$ cat src/core/sdm_pkg.sv
// constants, offsets and types shared by the discrepancy monitor files
package sdm_pkg;

  // timing
  localparam int unsigned CLK_HZ       = 250_000_000;
  localparam int unsigned CYC_PER_US   = CLK_HZ / 1_000_000;
  localparam int unsigned PULSE_MAX_US = 500;
  localparam int unsigned PULSE_GAP_MS = 20;
  localparam int unsigned DISC_TIME_S  = 2;
  // a level must outlast the widest test pulse before it is accepted
  localparam int unsigned FILT_CYC_DEF = PULSE_MAX_US * CYC_PER_US + 1;
  localparam int unsigned DISC_CYC_DEF = DISC_TIME_S * CLK_HZ;
  localparam int unsigned FCNT_W       = 17;
  localparam int unsigned DCNT_W       = 29;

  // pair counts
  localparam int unsigned NUM_IN   = 5;
  localparam int unsigned NUM_OUT  = 3;
  localparam int unsigned NUM_PAIR = NUM_IN + NUM_OUT;

  // function of an input pair
  typedef enum logic [1:0] {
    FN_ESTOP           = 2'h0,
    FN_INTERLOCK_GUARD = 2'h1,
    FN_LIMITED_SPEED   = 2'h2,
    FN_LIMITED_POS     = 2'h3
  } sdm_func_t;

  // register map
  localparam int unsigned ADDR_W        = 8;
  localparam logic [7:0]  ADDR_FUNC     = 8'h00;
  localparam logic [7:0]  ADDR_STATUS   = 8'h04;
  localparam logic [7:0]  ADDR_IRQ_STAT = 8'h08;
  localparam logic [7:0]  ADDR_IRQ_MASK = 8'h0C;
  localparam logic [7:0]  ADDR_CTRL     = 8'h10;
  localparam logic [7:0]  ADDR_OUT      = 8'h14;
  localparam logic [9:0]  FUNC_RST      = 10'h000;
  localparam logic [2:0]  OUT_RST       = 3'h0;

  // status fields
  localparam int unsigned ST_OK_LSB   = 8;
  localparam int unsigned ST_GUARD    = 16;
  localparam int unsigned ST_TEACH    = 17;
  localparam int unsigned ST_ESTOP    = 18;
  localparam int unsigned ST_INHIBIT  = 19;
  localparam int unsigned ST_SETTLED  = 20;

  // interrupt bits
  localparam int unsigned IRQ_W     = 11;
  localparam int unsigned IRQ_GUARD = 8;
  localparam int unsigned IRQ_TEACH = 9;
  localparam int unsigned IRQ_ESTOP = 10;

  // control bits
  localparam int unsigned CTRL_ESTOP_RESET = 0;

  // bus answers
  localparam logic [1:0] RESP_OKAY   = 2'b00;
  localparam logic [1:0] RESP_SLVERR = 2'b10;

endpackage : sdm_pkg

$ cat src/core/sdm_monitor.sv
// top of the safety input discrepancy monitor with its AXI4-Lite registers
//
// Register access over AXI4-Lite and the register offsets were chosen for this implementation.
module sdm_monitor
  import sdm_pkg::*;
#(
  parameter int unsigned FILT_CYC = FILT_CYC_DEF,
  parameter int unsigned DISC_CYC = DISC_CYC_DEF
) (
  // clock and reset
  input  wire logic                 aclk,
  input  wire logic                 aresetn,
  // axi4-lite write address and data
  input  wire logic [ADDR_W-1:0]    s_axi_awaddr,
  input  wire logic                 s_axi_awvalid,
  output logic                      s_axi_awready,
  input  wire logic [31:0]          s_axi_wdata,
  input  wire logic [3:0]           s_axi_wstrb,
  input  wire logic                 s_axi_wvalid,
  output logic                      s_axi_wready,
  // axi4-lite write response
  output logic [1:0]                s_axi_bresp,
  output logic                      s_axi_bvalid,
  input  wire logic                 s_axi_bready,
  // axi4-lite read
  input  wire logic [ADDR_W-1:0]    s_axi_araddr,
  input  wire logic                 s_axi_arvalid,
  output logic                      s_axi_arready,
  output logic [31:0]               s_axi_rdata,
  output logic [1:0]                s_axi_rresp,
  output logic                      s_axi_rvalid,
  input  wire logic                 s_axi_rready,
  // safety input terminals
  input  wire logic [NUM_IN-1:0]    guard_input_primary_channel,
  input  wire logic [NUM_IN-1:0]    guard_input_secondary_channel,
  // safety output terminals and their read-back
  output logic [NUM_OUT-1:0]        guard_output_primary_channel,
  output logic [NUM_OUT-1:0]        guard_output_secondary_channel,
  input  wire logic [NUM_OUT-1:0]   out_readback_primary,
  input  wire logic [NUM_OUT-1:0]   out_readback_secondary,
  // single-channel inputs
  input  wire logic                 hold_release_input,
  input  wire logic                 teach_mode_in,
  // status outputs
  output logic                      motion_inhibit,
  output logic                      guard_open_status,
  output logic                      teach_latch_status,
  output logic                      estop_active,
  output logic                      discrepancy_error,
  output logic                      irq
);

  ////////////////////////////////////////////////////////////////////////////
  // helpers
  function automatic logic [31:0] strb_merge(input logic [31:0] old_v,
                                             input logic [31:0] new_v,
                                             input logic [3:0]  strb);
    logic [31:0] res;
    res = old_v;
    for (int b = 0; b < 4; b++) begin
      if (strb[b]) begin
        res[8*b +: 8] = new_v[8*b +: 8];
      end
    end
    return res;
  endfunction : strb_merge

  function automatic logic addr_known(input logic [ADDR_W-1:0] a);
    return (a == ADDR_FUNC) || (a == ADDR_STATUS) || (a == ADDR_IRQ_STAT) ||
           (a == ADDR_IRQ_MASK) || (a == ADDR_CTRL) || (a == ADDR_OUT);
  endfunction : addr_known

  ////////////////////////////////////////////////////////////////////////////
  // channel pairs
  logic [NUM_PAIR-1:0] pri_raw, sec_raw, pri_f, sec_f, pair_err;
  logic [NUM_PAIR-1:0] pair_ok;
  // inputs in the low pairs, output read-back above them
  assign pri_raw = {out_readback_primary, guard_input_primary_channel};
  assign sec_raw = {out_readback_secondary, guard_input_secondary_channel};
  for (genvar p = 0; p < NUM_PAIR; p++) begin : g_pair
    sdm_pair #(
      .FILT_CYC (FILT_CYC),
      .DISC_CYC (DISC_CYC)
    ) u_pair (
      .aclk     (aclk),
      .aresetn  (aresetn),
      .pri_raw  (pri_raw[p]),
      .sec_raw  (sec_raw[p]),
      .pri_filt (pri_f[p]),
      .sec_filt (sec_f[p]),
      .disc_err (pair_err[p])
    );
  end
  // a pair is closed only when both contacts conduct
  assign pair_ok = pri_f & sec_f;

  ////////////////////////////////////////////////////////////////////////////
  // single-channel inputs, synchronised only
  logic rel_s1_r, rel_s2_r, teach_s1_r, teach_s2_r;
  always_ff @(posedge aclk) begin
    if (!aresetn) begin
      rel_s1_r   <= 1'b0;
      rel_s2_r   <= 1'b0;
      teach_s1_r <= 1'b0;
      teach_s2_r <= 1'b0;
    end else begin
      rel_s1_r   <= hold_release_input;
      rel_s2_r   <= rel_s1_r;
      teach_s1_r <= teach_mode_in;
      teach_s2_r <= teach_s1_r;
    end
  end

  ////////////////////////////////////////////////////////////////////////////
  // registers and safety state
  logic [9:0]       func_r, func_nxt;
  logic [IRQ_W-1:0] ista_r, ista_nxt, imask_r, imask_nxt;
  logic [2:0]       out_r, out_nxt;
  logic             est_rst_cmd;
  logic [FCNT_W:0]  settle_r, settle_nxt;
  logic             settled;
  logic             guard_lat_r, guard_lat_nxt;
  logic             teach_lat_r, teach_lat_nxt;
  logic             estop_r, estop_nxt;
  logic             guard_open, estop_open;
  logic [IRQ_W-1:0] events;
  // filters start low and need sync plus one window, so wait two windows
  // lest closed contacts read as open and latch a stop at power-up
  assign settled = (settle_r == (FCNT_W + 1)'(FILT_CYC + FILT_CYC));
  always_comb begin
    guard_open = 1'b0;
    estop_open = 1'b0;
    // guard and stop pairs act per their configured function; speed and position pairs are not used here
    for (int i = 0; i < NUM_IN; i++) begin
      if (sdm_func_t'(func_r[2*i +: 2]) == FN_INTERLOCK_GUARD) begin
        guard_open = guard_open | ~pair_ok[i];
      end
      if (sdm_func_t'(func_r[2*i +: 2]) == FN_ESTOP) begin
        estop_open = estop_open | ~pair_ok[i];
      end
    end
    guard_open = guard_open & settled;
    estop_open = estop_open & settled;
  end
  always_comb begin
    settle_nxt = settled ? settle_r : settle_r + 1'b1;
    // one common release clears every guard latch; an open guard
    // re-latches at once, so release only sticks once closed
    guard_lat_nxt = guard_open | (guard_lat_r & ~rel_s2_r);
    teach_lat_nxt = teach_s2_r | (teach_lat_r & ~rel_s2_r);
    // stop holds until the switch is back and reset is commanded
    estop_nxt = estop_open | (estop_r & ~est_rst_cmd);
  end
  always_ff @(posedge aclk) begin
    if (!aresetn) begin
      settle_r    <= '0;
      guard_lat_r <= 1'b0;
      teach_lat_r <= 1'b0;
      estop_r     <= 1'b0;
    end else begin
      settle_r    <= settle_nxt;
      guard_lat_r <= guard_lat_nxt;
      teach_lat_r <= teach_lat_nxt;
      estop_r     <= estop_nxt;
    end
  end
  // rising edges of the guard, teach and stop latches, and the pair error levels, become interrupt events
  assign events = {estop_nxt & ~estop_r,
                   teach_lat_nxt & ~teach_lat_r,
                   guard_lat_nxt & ~guard_lat_r,
                   pair_err};

  ////////////////////////////////////////////////////////////////////////////
  // axi4-lite slave, one write and one read at a time
  logic              aw_got_r, aw_got_nxt, w_got_r, w_got_nxt;
  logic [ADDR_W-1:0] awaddr_r, awaddr_nxt;
  logic [31:0]       wdata_r, wdata_nxt;
  logic [3:0]        wstrb_r, wstrb_nxt;
  logic              bvalid_r, bvalid_nxt;
  logic [1:0]        bresp_r, bresp_nxt;
  logic              rvalid_r, rvalid_nxt;
  logic [1:0]        rresp_r, rresp_nxt;
  logic [31:0]       rdata_r, rdata_nxt, status_w, wr_val;
  logic              wr_fire;
  assign s_axi_awready = ~aw_got_r & ~bvalid_r;
  assign s_axi_wready  = ~w_got_r & ~bvalid_r;
  assign s_axi_arready = ~rvalid_r;
  assign wr_fire       = aw_got_r & w_got_r & ~bvalid_r;
  assign wr_val        = strb_merge(32'h0000_0000, wdata_r, wstrb_r);
  always_comb begin
    status_w                         = 32'h0000_0000;
    status_w[NUM_PAIR-1:0]           = pair_err;
    status_w[ST_OK_LSB +: NUM_PAIR]  = pair_ok;
    status_w[ST_GUARD]               = guard_lat_r;
    status_w[ST_TEACH]               = teach_lat_r;
    status_w[ST_ESTOP]               = estop_r;
    status_w[ST_INHIBIT]             = motion_inhibit;
    status_w[ST_SETTLED]             = settled;
  end
  always_comb begin
    aw_got_nxt  = aw_got_r;
    w_got_nxt   = w_got_r;
    awaddr_nxt  = awaddr_r;
    wdata_nxt   = wdata_r;
    wstrb_nxt   = wstrb_r;
    bvalid_nxt  = bvalid_r;
    bresp_nxt   = bresp_r;
    func_nxt    = func_r;
    imask_nxt   = imask_r;
    out_nxt     = out_r;
    est_rst_cmd = 1'b0;
    // hardware set wins over a same-cycle write-one clear
    ista_nxt    = ista_r;
    if (s_axi_awvalid && s_axi_awready) begin
      aw_got_nxt = 1'b1;
      awaddr_nxt = s_axi_awaddr;
    end
    if (s_axi_wvalid && s_axi_wready) begin
      w_got_nxt = 1'b1;
      wdata_nxt = s_axi_wdata;
      wstrb_nxt = s_axi_wstrb;
    end
    if (wr_fire) begin
      aw_got_nxt = 1'b0;
      w_got_nxt  = 1'b0;
      bvalid_nxt = 1'b1;
      bresp_nxt  = addr_known(awaddr_r) ? RESP_OKAY : RESP_SLVERR;
      unique case (awaddr_r)
        ADDR_FUNC: begin
          func_nxt = 10'(strb_merge({22'h0, func_r}, wdata_r, wstrb_r));
        end
        ADDR_IRQ_STAT: begin
          ista_nxt = ista_r & ~wr_val[IRQ_W-1:0];
        end
        ADDR_IRQ_MASK: begin
          imask_nxt = IRQ_W'(strb_merge({21'h0, imask_r}, wdata_r, wstrb_r));
        end
        ADDR_CTRL: begin
          est_rst_cmd = wr_val[CTRL_ESTOP_RESET];
        end
        ADDR_OUT: begin
          out_nxt = 3'(strb_merge({29'h0, out_r}, wdata_r, wstrb_r));
        end
        default: begin
        end
      endcase
    end else if (bvalid_r && s_axi_bready) begin
      bvalid_nxt = 1'b0;
    end
    ista_nxt = ista_nxt | events;
  end

  always_comb begin
    rvalid_nxt = rvalid_r;
    rresp_nxt  = rresp_r;
    rdata_nxt  = rdata_r;
    if (s_axi_arvalid && s_axi_arready) begin
      rvalid_nxt = 1'b1;
      rresp_nxt  = addr_known(s_axi_araddr) ? RESP_OKAY : RESP_SLVERR;
      unique case (s_axi_araddr)
        ADDR_FUNC:     rdata_nxt = {22'h0, func_r};
        ADDR_STATUS:   rdata_nxt = status_w;
        ADDR_IRQ_STAT: rdata_nxt = {21'h0, ista_r};
        ADDR_IRQ_MASK: rdata_nxt = {21'h0, imask_r};
        ADDR_OUT:      rdata_nxt = {29'h0, out_r};
        default:       rdata_nxt = 32'h0000_0000;
      endcase
    end else if (rvalid_r && s_axi_rready) begin
      rvalid_nxt = 1'b0;
    end
  end

  always_ff @(posedge aclk) begin
    if (!aresetn) begin
      aw_got_r <= 1'b0;
      w_got_r  <= 1'b0;
      awaddr_r <= '0;
      wdata_r  <= 32'h0000_0000;
      wstrb_r  <= 4'h0;
      bvalid_r <= 1'b0;
      bresp_r  <= RESP_OKAY;
      rvalid_r <= 1'b0;
      rresp_r  <= RESP_OKAY;
      rdata_r  <= 32'h0000_0000;
      func_r   <= FUNC_RST;
      ista_r   <= '0;
      imask_r  <= '0;
      out_r    <= OUT_RST;
    end else begin
      aw_got_r <= aw_got_nxt;
      w_got_r  <= w_got_nxt;
      awaddr_r <= awaddr_nxt;
      wdata_r  <= wdata_nxt;
      wstrb_r  <= wstrb_nxt;
      bvalid_r <= bvalid_nxt;
      bresp_r  <= bresp_nxt;
      rvalid_r <= rvalid_nxt;
      rresp_r  <= rresp_nxt;
      rdata_r  <= rdata_nxt;
      func_r   <= func_nxt;
      ista_r   <= ista_nxt;
      imask_r  <= imask_nxt;
      out_r    <= out_nxt;
    end
  end

  assign s_axi_bvalid = bvalid_r;
  assign s_axi_bresp  = bresp_r;
  assign s_axi_rvalid = rvalid_r;
  assign s_axi_rresp  = rresp_r;
  assign s_axi_rdata  = rdata_r;

  ////////////////////////////////////////////////////////////////////////////
  // outputs

  // any error forces the safe outputs off, both channels driven alike
  assign guard_output_primary_channel   = out_r & {NUM_OUT{~discrepancy_error}};
  assign guard_output_secondary_channel = out_r & {NUM_OUT{~discrepancy_error}};

  assign discrepancy_error  = |pair_err;
  // an open guard inhibits motion even after teach is released
  assign motion_inhibit     = guard_lat_r | guard_open | estop_r | discrepancy_error;
  assign guard_open_status  = guard_lat_r;
  assign teach_latch_status = teach_lat_r;
  assign estop_active       = estop_r;
  assign irq                = |(ista_r & imask_r);

endmodule : sdm_monitor

$ cat src/core/sdm_pair.sv
// one redundant channel pair: synchroniser, test pulse filter, mismatch timer
module sdm_pair
  import sdm_pkg::*;
#(
  parameter int unsigned FILT_CYC = FILT_CYC_DEF,
  parameter int unsigned DISC_CYC = DISC_CYC_DEF
) (
  // clock and reset
  input  wire logic aclk,
  input  wire logic aresetn,
  // raw channel levels from the terminals
  input  wire logic pri_raw,
  input  wire logic sec_raw,
  // filtered levels and sticky mismatch error
  output logic      pri_filt,
  output logic      sec_filt,
  output logic      disc_err
);

  logic [1:0]             s1_r, s2_r;
  logic [1:0]             filt_r, filt_nxt;
  logic [1:0][FCNT_W-1:0] fcnt_r, fcnt_nxt;
  logic [DCNT_W-1:0]      dcnt_r, dcnt_nxt;
  logic                   err_r, err_nxt;

  always_comb begin
    filt_nxt = filt_r;
    fcnt_nxt = fcnt_r;
    // short dips are ignored until they outlast the longest test pulse
    for (int i = 0; i < 2; i++) begin
      if (s2_r[i] == filt_r[i]) begin
        fcnt_nxt[i] = '0;
      end else if (fcnt_r[i] == FCNT_W'(FILT_CYC - 1)) begin
        filt_nxt[i] = s2_r[i];
        fcnt_nxt[i] = '0;
      end else begin
        fcnt_nxt[i] = fcnt_r[i] + 1'b1;
      end
    end
    // mismatch timer runs on filtered levels only
    dcnt_nxt = '0;
    err_nxt  = err_r;
    if (filt_r[0] != filt_r[1]) begin
      if (dcnt_r == DCNT_W'(DISC_CYC - 1)) begin
        err_nxt  = 1'b1;
        dcnt_nxt = dcnt_r;
      end else begin
        dcnt_nxt = dcnt_r + 1'b1;
      end
    end
  end

  always_ff @(posedge aclk) begin
    if (!aresetn) begin
      s1_r   <= 2'h0;
      s2_r   <= 2'h0;
      filt_r <= 2'h0;
      fcnt_r <= '0;
      dcnt_r <= '0;
      // only a restart clears the error
      err_r  <= 1'b0;
    end else begin
      // two-stage synchroniser
      s1_r   <= {sec_raw, pri_raw};
      s2_r   <= s1_r;
      filt_r <= filt_nxt;
      fcnt_r <= fcnt_nxt;
      dcnt_r <= dcnt_nxt;
      err_r  <= err_nxt;
    end
  end

  assign pri_filt = filt_r[0];
  assign sec_filt = filt_r[1];
  assign disc_err = err_r;

endmodule : sdm_pair

$ cat config.mk
export PLATFORM = sky130hd
export DESIGN_NAME = sdm_monitor
export DESIGN_NICKNAME = d
export VERILOG_FILES = /design/src/core/sdm_pkg.sv /design/src/core/sdm_monitor.sv /design/src/core/sdm_pair.sv
export SDC_FILE = /design/constraint.sdc
export NUM_CORES = 1
export LEC_CHECK = 0
export ABC_AREA = 1
export BUFFER_PORTS_ARGS = -buffer_cell sky130_fd_sc_hd__buf_2
export CAP_MARGIN = 20
export CORE_ASPECT_RATIO = 1.1
export CORE_UTILIZATION = 43
export DETAILED_ROUTE_END_ITERATION = 8
export PLACE_DENSITY = 0.61
export SYNTH_ARGS = -nofsm -noshare
export SYNTH_HDL_FRONTEND = slang
export SYNTH_SLANG_ARGS = --single-unit
$ cat constraint.sdc
create_clock -name aclk -period 1.45 [get_ports aclk]
set_input_delay 0.0725 -clock aclk [delete_from_list [all_inputs] [get_ports aclk]]
set_output_delay 0.0725 -clock aclk [all_outputs]
set_load 0.02 [all_outputs]
# After elaboration in Yosys (flattened, before gate mapping)
# Index checks and enable logic that the tools add are counted.
[op_classes]
n_addsub = 25
n_eq_ne = 64
n_mux = 23
bitwise = 64
reduce_logical = 80
[op_table]
columns = ["operator", "count"]
rows = [
  ["adder 17 x 1 -> 17 bit (second input constant)", 16],
  ["== test 17 bit (second input constant)", 16],
  ["adder 29 x 1 -> 29 bit (second input constant)", 8],
  ["== test 29 bit (second input constant)", 8],
  ["one-hot mux 21 bit (5 select lines)", 1],
  ["AND reduction 2 bit", 32],
  ["OR reduction 3 bit", 16],
  ["== test 8 x 4 -> 1 bit (second input constant)", 4],
  ["== test 8 x 5 -> 1 bit (second input constant)", 4],
  ["NOT 1 bit", 32],
  ["AND 11 bit", 2],
  ["two-way mux 11 bit", 2],
  ["adder 18 x 1 -> 18 bit (second input constant)", 1],
  ["== test 18 bit (second input constant)", 1],
  ["== test 1 bit", 16],
  ["== test 8 x 3 -> 1 bit (second input constant)", 2],
  ["logical NOT 8 bit", 2],
  ["two-way mux 1 bit", 16],
  ["AND reduction 3 bit", 5],
  ["OR 1 bit", 14],
  ["AND 1 bit", 12],
  ["NOT 11 bit", 1],
  ["OR 11 bit", 1],
  ["OR reduction 11 bit", 1],
  ["other kinds (13)", 43],
]
[word_totals]
register_bits = 681
in_bits = 77
output_inout_bits = 53
wordCells = 344

# Logic depth before layout (Yosys ltp)
# Gate-level depths: netlist (run 1).
[depth]
word_depth = 16
mapped_depth = 10
mapped_depth_nobuf = 10

# Hierarchy
# From an unflattened synthesis (run 1), not the netlist that was laid out.
[unflattened]
hier_cells = 5562
hier_area_um2 = 36314.8
[modules_own_cells]
columns = ["module", "n_inst", "cells_per_inst", "area_per_inst_um2", "seq_area_each_um2"]
rows = [
  ["sdm_pair (g_pair[0].u_pair ...)", 7, 608, 3925.0, 1401.3],
  ["sdm_monitor", 1, 711, 5052.3, 2162.1],
  ["sdm_pair (g_pair[7].u_pair)", 1, 595, 3787.4, 1401.3],
]

# Worst setup path after synthesis (run 1)
# No wires, ideal clock.
[synth_timing]
path_kind = "flip-flop to flip-flop"
startpoint = "reg g_pair[5].u_pair.dcnt_r[0]"
endpoint = "reg g_pair[5].u_pair.dcnt_r[8]"
setup_ns = 0.117
t_arrival_ns = 1.468
required_time_ns = 1.333
slack_ns = -0.136
path_stages_with_launch = 9
path_buffers = 0
period_less_slack_ns = 1.586
cell_sequence = "dfxtp_1 > ha_1 > nand2_2 > nor2_4 > nand2_2 > nor3_4 > nand2_2 > o21ai_1 > nor2_1"
[synth_between]
elab_chain_len = 1
word_cells_on_any_way = 2
cone_classes = "1 x add/sub; 1 x eq/ne"
[synth_rtl]
columns = ["item", "line", "text"]
rows = [
  ["start: declaration", "sdm_pair.sv:23", "logic [DCNT_W-1:0] dcnt_r, dcnt_nxt;"],
  ["start signal: assignment", "sdm_pair.sv:68", "dcnt_r <= dcnt_nxt;"],
  ["adder 29 x 1 -> 29 bit or == test 29 bit (tied branches)", "sdm_pair.sv:48, sdm_pair.sv:44", ""],
]
# Parallel ways exist; a longest one is shown, timed or not.
# A chain may end at the register's enable or synchronous reset.

# Worst setup path after layout (run 1)
[layout_timing]
startpoint = "reg ista_r[7]"
endpoint = "out irq"
[layout_between]
elab_chain_len = 2
[layout_rtl]
columns = ["item", "line", "text"]
rows = [
  ["start: declaration", "sdm_monitor.sv:117", "logic [IRQ_W-1:0] ista_r, ista_nxt, imask_r, imask_nxt;"],
  ["start signal: assignment", "sdm_monitor.sv:301", "ista_r <= ista_nxt;"],
  ["AND 11 bit", "sdm_monitor.sv:326", "assign irq = |(ista_r & imask_r);"],
  ["OR reduction 11 bit", "sdm_monitor.sv:326", ""],
  ["end: declaration", "sdm_monitor.sv:50", "output logic irq"],
]
# Every way passes these cells.

==> results of run 1 <==
==> state kept, by name, indices dropped and copies added, names as in the netlist, 16 cells and up <==
name,flops
g_pair.u_pair.s1_r,16
g_pair.u_pair.filt_r,16
g_pair.u_pair.fcnt_r,272
g_pair.u_pair.dcnt_r,232
settle_r,18
g_pair.u_pair.s2_r,16
s_axi_rdata,21
==> final cells by class <==
class                      instances  share of cell area (%)
tap                             1026                   2.841
clock buffer                     107                   4.962
inverter                         677                   5.707
multi-input combinational       3369                   43.00
clock inverter                    29                   1.127
sequential                       668                   30.15
timing repair buffer             671                   12.22
==> power breakdown <==
group | total, mW | internal [mW] | switching, mW
logic | 1.34 | 0.573 | 0.768
registers | 18.6 | 18.5 | 0.162
clock network | 21.2 | 13.3 | 7.90
==> cell usage after synthesis (17+ instances only) <==
library cell and instances:
a21oi_1 350, a31oi_1 28, buf_2 28, buf_4 19, clkbuf_1 31, dfxtp_1 668, ha_1 50, inv_1 658
inv_2 19, nand2_1 977, nand2_2 17, nand3_1 322, nand3b_1 35, nand4_1 172, nor2_1 650, nor2_2 32
nor3_1 218, nor3_2 29, nor3b_1 39, o21ai_0 147, or2_2 21, xnor2_1 34, xor2_1 100
==> cells in the final DEF (no fill, tap or decap), types with 70 or more instances in the layout <==
| cell type | netlist | routed |
|---|---|---|
| dfxtp_1 | 668 | 518 |
| buf_2 | 28 | 81 |
| nand2_2 | 17 | 70 |
| nor2_4 | 12 | 74 |
| nor2_1 | 650 | 525 |
| nand3_1 | 322 | 255 |
| inv_1 | 658 | 612 |
| nor3_1 | 218 | 152 |
| o21ai_0 | 147 | 93 |
| buf_4 | 19 | 446 |
| dfxtp_2 | 0 | 126 |
| nor3_2 | 29 | 78 |
| nor2_2 | 32 | 95 |
| a21oi_1 | 350 | 336 |
| xor2_1 | 100 | 100 |
| nand4_1 | 172 | 172 |
| nand2_1 | 977 | 893 |
| clkbuf_16 | 0 | 81 |
==> routing by layer <==
metal | GRT usage [%] | part of all wire [%] | wire [um] | vias up
met1 | 29.17 | 46 | 41440 | 15157
met3 | 2.908 | 4.5 | 4115 | 151
met4 | 6.448 | 2.4 | 2153 | 0
met5 | 0 | 0 | 0 | -
li1 | - | - | - | 16876
met2 | 37.02 | 48 | 43270 | 585
==> final timing paths <==
check	from	to	slack, ps	cells after the start
setup reg to reg	settle_r[0]$_SDFFE_PN0P_	settle_r[0]$_SDFFE_PN0P_	-370	15
hold / removal	s_axi_awvalid	awaddr_r[3]$_SDFFE_PN0P_	0.5	4
setup / recovery	ista_r[7]$_SDFF_PN0_	irq	-450	4
hold reg to reg	g_pair[6].u_pair.s1_r[1]$_SDFF_PN0_	g_pair[6].u_pair.s2_r[1]$_SDFF_PN0_	410	2
==> timing repair <==
item,in CTS,in global routing
pin swaps,51,214
endpoints found under the setup margin,158,512
endpoints found under the hold margin,63,1
gates cloned,1,4
gates resized for setup,205,732
buffers inserted,26,62
hold buffers,58,1
==> metrics by stage <==
stage | hold WS, ps | setup slack [ps] | utilization, % | TNS, ps
6_report | 0.5428 | -450.6 | 59.35 | -5196
5_1_grt | 32.45 | -517.2 | 59.35 | -12570
4_1_cts | 64.95 | -514.8 | 55.58 | -7921
3_5_place_dp | 261.6 | -172.0 | 50.03 | -3826
3_3_place_gp | 257.8 | -174.0 | 50.03 | -1968
2_1_floorplan | 170.1 | -36.24 | - | -72.13
==> critical path: cells and delay by family (launching register included) <==
family | cells | cell delay [ps]
DFF | 1 | 330
buffers and inverters | 1 | 190
AOI/OAI and AO/OA | 2 | 480
and+or+nand+nor | 1 | 220
==> cell families after synthesis <==
logic type,Yosys count,synth area share [%]
AOI/OAI and AO/OA,569,8.946
DFF,668,40.38
buffers and inverters,762,8.980
and+or+nand+nor,2602,36.25
adders and majority gates,50,1.889
other,1,0.01132
xor gates and xnor gates,134,3.544
==> results.md, run 1 <==
| Quantity | Reported | Unit |
|:---|:---|:---|
| Violated checks | negative setup slack | - |
| Outcome | finished, violations left | - |
| Period utilization | 131.1 | % |
| Core ar. | 0.07613 | mm2 |
| CP max FO | 2 | - |
| Largest voltage drop on the vdd net | 0.0007132 | V |
| Area of the die | 0.07814 | mm2 |
| Syn Area/Cell | 6.920 | um2 |
| Width of the die | 266.6 | um |
| Total area of sequential cells | 0.01362 | mm2 |
| Worst-case clock buffer depth | 3 | - |
| First-pass iteration count of the detailed router | 6 | - |
| Predominant post-synthesis flop cell | dfxtp_1 | - |
| Sort of element at the end of the critical path | output pin | - |
| Root Buffer | clkbuf_16 | - |
| Arrival time of the worst setup path | 1830 | ps |
| Post-route design area | 0.04518 | mm2 |
| Non-filler cells in the finished layout | 6547 | - |
| # rows | 106 | - |
| Sum of overflow across all layers after global routing | 0 | - |
| FILL cells | 6980 | - |
| Gpl congestion | 0.9172 | - |
| First-pass GRT wire length | 143100 | um |
| Number of hold-slack violations in the final timing report | 0 | - |
| Average wire length per cell after detail routing | 13.90 | um |
| Post-synth cell types | 49 | - |
| Area used by multi-input combinational logic | 0.01943 | mm2 |
| RSZ-0062 raised after global routing | true | - |
| Fraction of post-synthesis cell area in the top cell type by area | 40.38 | % |
| Gate count after technology mapping | 4786 | - |
| Leakage power | 16.72 | nW |
| I/O pin count | 130 | - |
| Total global routing track utilization | 21.98 | % |
| Final layout net count | 5590 | - |
| Final Worst Setup Slack | -450.6 | ps |
| Antenna Violating Nets Remaining | 0 | - |
| Type of origin of the critical path | flip-flop | - |
| Min cycle time layout | 1901 | ps |
| DRC violation count after routing | 0 | - |
| Post-placement cell count | 6269 | - |
| Ordered cell list for the critical path | a22o_1, a221oi_2, nand3_2, buf_6 | - |
| WL final | 90980 | um |
| Number of flops mapped to enable cells by yosys | 0 | - |
| Number of clock buffers inserted by TritonCTS | 76 | - |
| Starting Density | 43.50 | % |
| Number of pins exceeding their max-slew limit in the final report | 0 | - |
| FF+latch count, synth | 668 | - |
| Worst hold path class | in -> reg | - |
| Synth-to-Final Area Change | 36.42 | % |
| Via count | 32769 | - |
| Via density | 5.005 | - |
| Number of antenna violations at the first check in global routing | 2 | - |
| PwrDens | 910.2 | mW/mm2 |
| Maximum clock rate | 0.5261 | GHz |
| Number of buffers added on ports | 93 | - |
| Level count of the clock H-tree | 3 | - |
| Count of inserted antenna diode cells | 0 | - |
| Via count of the first global-routing pass | 29885 | - |
| Library cell contributing the largest single delay on the critical path | dfxtp_2 | - |
| TritonCTS sink count | 668 | - |
| Critical path required time | 1380 | ps |
| Starting DRT DRC Count | 1831 | - |
| Post-CTS clock slew at the launch and capture registers of the worst setup and hold paths | 60 | ps |
| Post-detail-place hpwl | 64330 | um |
| Final setup violation count | 23 | - |
| Top cells by area, synth | dfxtp_1 (40%), nand2_1 (11%), inv_1 (7.5%) | - |
| Cell area reported after detailed placement | 0.03809 | mm2 |
| Proportion of synthesized chip area in sequential cells | 40.38 | % |
| Fraction of layout cells with a size suffix above 1 | 27.95 | % |
| Post-route clock skew | 28.83 | ps |
| Cell accounting for the most synthesized area | dfxtp_1 | - |
| Delay of the slowest cell on the worst path | 330 | ps |
| Kind of critical path | reg -> out | - |
| Maximum number of pins on one net before global-route repair | 31 | - |
| Netlist area before placement | 0.03312 | mm2 |
| Clock latency of the later-clocked register in the worst-skew pair | 620 | ps |
| Number of warnings issued by yosys | 0 | - |
| Vert. Die Dim | 293.1 | um |
| Share of flip-flops with an asynchronous set or reset | 0 | % |
| Max cap viols | 0 | - |
| Final total power | 41.13 | mW |
| CTS tree | yes | - |
No activity file was read; power rests on OpenSTA's default activity.
==> inputs of run 2 (changes only) <==
--- a/config.mk
+++ b/config.mk
@@ -14,4 +14,5 @@
 export PLACE_DENSITY = 0.61
 export SYNTH_ARGS = -nofsm -noshare
 export SYNTH_HDL_FRONTEND = slang
+export SYNTH_HIERARCHICAL = 1
 export SYNTH_SLANG_ARGS = --single-unit
==> results.md, run 2 <==
| Quantity | Reported | Unit | Delta |
|:---|:---|:---|:---|
| TritonCTS sink count | 668 | - | unchanged |
| CP Launch Point | ista_r[7]$_SDFF_PN0_ | - |  |
| Final setup violation count | 12 | - | -48% |
| Final total power | 40.17 | mW | -2.3% |
| Predominant post-synthesis flop cell | dfxtp_1 | - |  |
| Worst slack at placement | -47.95 | ps | +124.0 ps |
| Number of pins exceeding their max-slew limit in the final report | 0 | - | unchanged |
| Fraction of layout cells with a size suffix above 1 | 16.78 | % | -11 points |
| Critical hold path startpoint | s_axi_araddr[6] | - |  |
| Netlist area before placement | 0.03631 | mm2 | +9.6% |
| Via density | 4.796 | - | -4.2% |
| Violated checks | negative setup slack | - |  |
| Vert. Die Dim | 306.8 | um | +4.7% |
| Post-route design area | 0.04400 | mm2 | -2.6% |
| Final standard cell utilization of the core | 52.71 | % | -6.6 points |
| PwrDens | 912.9 | mW/mm2 | +0.30% |
| Outcome | finished, violations left | - |  |
| Number of clock buffers inserted by TritonCTS | 76 | - | unchanged |
| Root Buffer | clkbuf_16 | - |  |
| FF+latch count, synth | 668 | - | unchanged |
| Worst-Margin Slew | 518.5 | ps |  |
| Leading cell type in the layout, fill and taps excluded | nand2_1 | - |  |
| Max cap viols | 0 | - | unchanged |
| WHS | 94.39 | ps | +93.85 ps |
| Number of warnings issued by yosys | 6 | - | +6 |
| Via count | 34398 | - | +5.0% |
| Sum of overflow across all layers after global routing | 0 | - | unchanged |
| Width of the die | 279.1 | um | +4.7% |
| Proportion of synthesized chip area in sequential cells | 36.82 | % | -3.6 points |
| Kind of critical path | reg -> out | - |  |
| Sort of element at the end of the critical path | output pin | - |  |
| Top cells by area, synth | dfxtp_1 (37%), nand2_1 (14%), nor2_1 (11%) | - |  |
| Min cycle time layout | 1933 | ps | +32.54 ps |
| Type of origin of the critical path | flip-flop | - |  |
| Number of flip-flops under the largest register name | 272 | - | unchanged |
| Arrival time of the worst setup path | 1860 | ps | +30 ps |
| Via count of the first global-routing pass | 31539 | - | +5.5% |
| Non-filler cells in the finished layout | 7172 | - | +9.5% |
| Core ar. | 0.08347 | mm2 | +9.6% |
| Most instantiated library cell after synthesis | nand2_1 | - |  |
| CP max FO | 3 | - | +1 |
| Gpl congestion | 0.9074 | - | -1.1% |
| Number of buffers added on ports | 93 | - | unchanged |
| First-pass GRT wire length | 148700 | um | +3.9% |
| First-pass iteration count of the detailed router | 7 | - | +1 |
| Maximum number of pins on one net before global-route repair | 41 | - | +32% |
| Cell area reported after detailed placement | 0.03961 | mm2 | +4.0% |
| Post-CTS clock slew at the launch and capture registers of the worst setup and hold paths | 60 | ps | about the same |
| Post-route clock skew | 24.58 | ps | -4.242 ps |
| Launch instance of the worst register-to-register path | settle_r[0]$_SDFFE_PN0P_ | - |  |
| Total global routing track utilization | 20.53 | % | -1.5 points |
| Number of flops mapped to enable cells by yosys | 0 | - | unchanged |
| Largest register by flop count | g_pair.u_pair/fcnt_r | - |  |
| Largest voltage drop on the vdd net | 0.0007336 | V | +2.9% |
| Final layout net count | 6102 | - | +9.2% |
| Worst-case clock buffer depth | 3 | - | unchanged |
| Post-detail-place hpwl | 66710 | um | +3.7% |
| WL final | 89670 | um | -1.4% |
| Syn Area/Cell | 6.529 | um2 | -5.6% |
| RSZ-0062 raised after global routing | true | - |  |
| Critical path required time | 1380 | ps | about the same |
| Average wire length per cell after detail routing | 12.50 | um | -10% |
| Starting Density | 43.51 | % | about the same |
| CTS tree | yes | - |  |
| Clock latency of the later-clocked register in the worst-skew pair | 650 | ps | +30 ps |
| Level count of the clock H-tree | 3 | - | unchanged |
| I/O pin count | 130 | - | unchanged |
| Commonest cells after routing, fill and taps aside | nand2_1 (1374), nor2_1 (1008), inv_1 (700) | - |  |
| Fraction of post-synthesis cell area in the top cell type by area | 36.82 | % | -3.6 points |
| Starting DRT DRC Count | 1847 | - | +0.87% |
| Worst hold path class | in -> reg | - |  |
| Gate count after technology mapping | 5562 | - | +16% |
| Antenna Violating Nets Remaining | 0 | - | unchanged |
| Synth-to-Final Area Change | 21.16 | % |  |
| Number of hold-slack violations in the final timing report | 0 | - | unchanged |
| Post-placement cell count | 6941 | - | +11% |
| Share of flip-flops with an asynchronous set or reset | 0 | % | unchanged |
| Area of the die | 0.08562 | mm2 | +9.6% |
| FILL cells | 8366 | - | +20% |
| Post-synth cell types | 49 | - | unchanged |
| Period utilization | 133.3 | % | +2.2 points |
| Count of inserted antenna diode cells | 0 | - | unchanged |
| Cell accounting for the most synthesized area | dfxtp_1 | - |  |
| List of most frequent post-synthesis cells | nand2_1 (1400), nor2_1 (1048), inv_1 (721) | - |  |
| Leakage power | 16.02 | nW | -4.2% |
| Maximum clock rate | 0.5173 | GHz | -1.7% |
| Number of antenna violations at the first check in global routing | 1 | - | -1 |
| Final Worst Setup Slack | -483.2 | ps | -32.54 ps |
| TNS Setup | -3962 | ps | +1234 ps |
| DRC violation count after routing | 0 | - | unchanged |
| # rows | 111 | - | +4.7% |
| Worst rel slew slack | 65.40 | % |  |
run 2: cell types whose count changed after synthesis, sizes merged, moves of 16 or more:
cell | before | now
nor2 | 694 | 1192
nand2 | 995 | 1484
nor3 | 257 | 84
inv | 677 | 746
nand4 | 174 | 120
a21oi | 350 | 403
nor3b | 48 | 3
or2 | 41 | 11
a31oi | 28 | 0
xor2 | 100 | 76
buf | 54 | 77
xnor2 | 34 | 53
nand3b | 35 | 51
run 2: cells by family (layout without fill, tap and decap cells):
| kind of cell | count (synthesis) | count (layout) | share of synthesized area (%) |
|---|---|---|---|
| AOI/OAI and AO/OA | 570 | 570 | 8.228 |
| xor gates and xnor gates | 129 | 129 | 3.111 |
| adders and majority gates | 42 | 42 | 1.447 |
| buffers and inverters | 850 | 1317 | 9.561 |
| DFF | 668 | 668 | 36.82 |
| other | 1 | 13 | 0.01033 |
| and+or+nand+nor | 3302 | 3303 | 40.82 |
run 2: repair_timing:
action	in CTS	in global routing
pin swaps	11	64
resized for setup	60	248
hold endpoints to repair	93	0
gates cloned	0	2
endpoints found under the setup margin	25	367
setup buffers	5	30
hold buffers	58	0
run 2: per-layer routing:
layer | vias up | part of all wire (%) | GRT usage, %
met1 | 15397 | 47 | 26.98
met2 | 616 | 46 | 33.88
met3 | 129 | 5.5 | 4.050
li1 | 18254 | - | -
met5 | - | 0.014 | 0
met4 | 2 | 2.2 | 6.018
run 2: path summary, 6_finish.rpt:
| check | slack [ps] | cells past startpoint | to |
|---|---|---|---|
| hold / removal | 90 | 7 | s_axi_rresp[1]$_SDFFE_PN0P_ |
| setup / recovery | -480 | 5 | irq |
| hold reg to reg | 410 | 2 | g_pair[4].u_pair/s2_r[0]$_SDFF_PN0_ |
| setup reg to reg | -40 | 9 | settle_r[14]$_SDFFE_PN0P_ |
run 2: critical path: stages (launching register included):
cell,delay [ps]
dfxtp_2,340
a22o_1,210
a221oi_2,200
nand3_1,170
buf_6,170
buf_6,130
run 2: where the power goes:
part	total, mW	switching, mW	internal, mW	leakage, nW
sequential	18.6	0.133	18.5	5.44
clock	20.3	8.21	12.1	1.29
combinational	1.19	0.690	0.500	9.29
run 2: final cells by class:
| cell class | count | area [um2] | share of cell area, % |
|---|---|---|---|
| clock buffers | 109 | 2166 | 4.922 |
| multi-input cells | 4057 | 20150 | 45.79 |
| well taps | 1130 | 1414 | 3.213 |
| inverters | 754 | 2873 | 6.529 |
| flip-flops and latches | 668 | 13490 | 30.65 |
| clock inverters | 28 | 500.5 | 1.137 |
| repair buffers | 426 | 3413 | 7.757 |
==> inputs of run 3 (changes only) <==
--- a/config.mk
+++ b/config.mk
@@ -11,7 +11,7 @@
 export CORE_ASPECT_RATIO = 1.1
 export CORE_UTILIZATION = 43
 export DETAILED_ROUTE_END_ITERATION = 8
-export PLACE_DENSITY = 0.61
+export PLACE_DENSITY = 0.59
 export SYNTH_ARGS = -nofsm -noshare
 export SYNTH_HDL_FRONTEND = slang
 export SYNTH_HIERARCHICAL = 1
==> constraint.sdc (replaced) <==
create_clock -name aclk -period 2.2 [get_ports aclk]
set_input_delay 0.11 -clock aclk [delete_from_list [all_inputs] [get_ports aclk]]
set_output_delay 0.11 -clock aclk [all_outputs]
set_load 0.02 [all_outputs]
==> results.md, run 3 (synthesis gave the netlist of run 2 again) <==
| Quantity | Reported | Unit | Delta |
|:---|:---|:---|:---|
| Ordered cell list for the critical path | nand2_1, inv_1, nor2_1, nor2_1, nand2_1, nand2_1, nand2_2, buf_4 | - |  |
| Starting DRT DRC Count | 1760 | - | -4.7% |
| Root Buffer | clkbuf_16 | - |  |
| Worst hold path class | in -> reg | - |  |
| Average wire length per cell after detail routing | 12.33 | um | -1.4% |
| Switching power | 5.999 | mW | -34% |
| Fraction of layout cells with a size suffix above 1 | 10.04 | % | -6.7 points |
| Post-CTS clock slew at the launch and capture registers of the worst setup and hold paths | 60 | ps | about the same |
| Antenna Violating Nets Remaining | 0 | - | unchanged |
| Level count of the clock H-tree | 3 | - | unchanged |
| Final total power | 27.50 | mW | -32% |
| Internal power | 21.51 | mW | -31% |
| Min cycle time layout | 2081 | ps |  |
| CTS tree | yes | - |  |
| Core ar. | 0.08347 | mm2 | unchanged |
| Post-route clock skew | 23.51 | ps | -1.072 ps |
| Max cap viols | 0 | - | unchanged |
| DRC violation count after routing | 0 | - | unchanged |
| Vert. Die Dim | 306.8 | um | unchanged |
| Worst-Margin Slew | 626.6 | ps | +108.1 ps |
| CP max FO | 5 | - | +2 |
| Sort of element at the end of the critical path | output pin | - |  |
| Gpl congestion | 0.8920 | - | -1.7% |
| Maximum clock rate | 0.4806 | GHz |  |
| Sequential share of power | 44.7 | % | -1.7 points |
| Post-detail-place hpwl | 63550 | um | -4.7% |
| I/O pin count | 130 | - | unchanged |
| Clk network pwr share | 53.0 | % | +2.4 points |
| Sum of overflow across all layers after global routing | 0 | - | unchanged |
| Number of clock buffers inserted by TritonCTS | 81 | - | +6.6% |
| WL final | 85570 | um | -4.6% |
| Final setup violation count | 0 | - | -12 |
| Total global routing track utilization | 20.02 | % | -0.51 points |
| TNS Setup | 0 | ps | +3962 ps |
| Largest voltage drop on the vdd net | 0.0006785 | V | -7.5% |
| Number of antenna violations at the first check in global routing | 6 | - | +5 |
| Type of origin of the critical path | flip-flop | - |  |
| Outcome | finished clean | - |  |
| Sw Share | 21.81 | % | -0.68 points |
| RSZ-0062 raised after global routing | false | - |  |
| Arrival time of the worst setup path | 1970 | ps | +110 ps |
| # rows | 111 | - | unchanged |
| Worst-case clock buffer depth | 3 | - | unchanged |
| Synth-to-Final Area Change | 14.23 | % |  |
| Worst rel slew slack | 58.16 | % | -7.2 points |
| TritonCTS sink count | 668 | - | unchanged |
| Width of the die | 279.1 | um | unchanged |
| Number of buffers added on ports | 93 | - | unchanged |
| PwrDens | 663.1 | mW/mm2 | -27% |
| Commonest cells after routing, fill and taps aside | nand2_1 (1397), nor2_1 (1047), inv_1 (720) | - |  |
| Area of the die | 0.08562 | mm2 | unchanged |
| First-pass iteration count of the detailed router | 6 | - | -1 |
| Leakage power | 14.74 | nW | -7.9% |
| Number of flip-flops under the largest register name | 272 | - | unchanged |
| Clock latency of the later-clocked register in the worst-skew pair | 650 | ps | about the same |
| Number of pins exceeding their max-slew limit in the final report | 0 | - | unchanged |
| Via count | 32949 | - | -4.2% |
| Kind of critical path | reg -> out | - |  |
| Period utilization | 94.59 | % |  |
| Starting Density | 43.51 | % | unchanged |
| Via density | 4.747 | - | -1.0% |
| Delay of the slowest cell on the worst path | 400 | ps | +60 ps |
| WHS | 47.78 | ps | -46.61 ps |
| Dominant cell type by count on the critical path | nand2_1 | - |  |
| Number of hold-slack violations in the final timing report | 0 | - | unchanged |
| Maximum number of pins on one net before global-route repair | 44 | - | +7.3% |
| Combinational Power Share | 2.4 | % | -0.6 points |
| Via count of the first global-routing pass | 30723 | - | -2.6% |
| Final layout net count | 5862 | - | -3.9% |
| Largest register by flop count | g_pair.u_pair/fcnt_r | - |  |
| Leading cell type in the layout, fill and taps excluded | nand2_1 | - |  |
| Critical path required time | 2090 | ps | +710 ps |
| Library cell contributing the largest single delay on the critical path | dfxtp_1 | - |  |
| First-pass GRT wire length | 145200 | um | -2.4% |
==> run 3: cell count changes in the layout (fill, tap and decap cells not counted), sizes merged, moves of 2 or more <==
cell	delta
dlygate4sd3	+10
clkbuf	-5
clkinvlp	+2
diode	+2
buf	-252
bufinv	+5
clkinv	+7
==> run 3: final timing paths <==
kind,from,end,slack [ps],depth (start not counted)
worst max register to register,s_axi_rvalid$_SDFFE_PN0P_,s_axi_rresp[1]$_SDFFE_PN0P_,180,7
worst min-delay path,s_axi_wvalid,wdata_r[5]$_SDFFE_PN0P_,50,4
worst max-delay path,g_pair[1].u_pair/filt_r[0]$_SDFFE_PN0P_,motion_inhibit,120,8
worst min register to register,g_pair[1].u_pair/s1_r[1]$_SDFF_PN0_,g_pair[1].u_pair/s2_r[1]$_SDFF_PN0_,410,2
==> run 3: metrics by stage <==
stage	setup WS, ps	utilization [%]	instances	area (um2)
5_1_grt	0.6839	49.69	6939	41480
2_1_floorplan	689.0	-	5574	36360
4_1_cts	4.752	49.66	6939	41450
3_5_place_dp	516.2	45.30	6721	37810
6_report	119.1	49.70	6941	41480
3_3_place_gp	555.5	45.30	6721	37810
==> run 3: worst max-delay path, delay by kind of cell (launching register included) <==
| family | cells | cell delay (ps) |
|---|---|---|
| simple gates | 6 | 640 |
| flops | 1 | 400 |
| buf+inv | 2 | 300 |
==> run 3: metal layers <==
| metal | vias to the layer above | global-route usage [%] | wire, um |
|---|---|---|---|
| met5 | - | 0 | 13 |
| met4 | 2 | 5.980 | 1832 |
| met3 | 115 | 2.614 | 3269 |
| met2 | 476 | 33.32 | 38600 |
| met1 | 14577 | 26.88 | 41860 |
| li1 | 17779 | - | - |
==> run 3: final cells by class <==
type / count / area (um2)
fill: 8579 / 41990
multi-input combinational: 4056 / 19540
sequential: 668 / 13380
inverter: 754 / 2869
clock buffer: 106 / 2303
tap: 1130 / 1414
timing repair buffer: 182 / 1334
clock inverter: 43 / 641.9
antenna: 2 / 5.005
==> run 3: power by group through the flow <==
| stage | clock (mW) | combinational (mW) | sequential, mW |
|---|---|---|---|
| CTS | 15.0 | 0.652 | 12.3 |
| global placement | 0 | 0.549 | 12.5 |
| global route | 15.6 | 0.727 | 12.3 |
| detailed placement | 0 | 0.552 | 12.6 |
| finish | 14.6 | 0.650 | 12.3 |
| floorplan | 0 | 0.384 | 12.5 |
==> run 3: timing repair <==
| item | in CTS | in global routing |
|---|---|---|
| endpoints found under the setup margin | 1 | 8 |
| pin swaps | 1 | 0 |
| setup buffers | 1 | 0 |
| hold endpoints to repair | 90 | 0 |
| hold buffers | 68 | 0 |
| gates resized for setup | 1 | 10 |
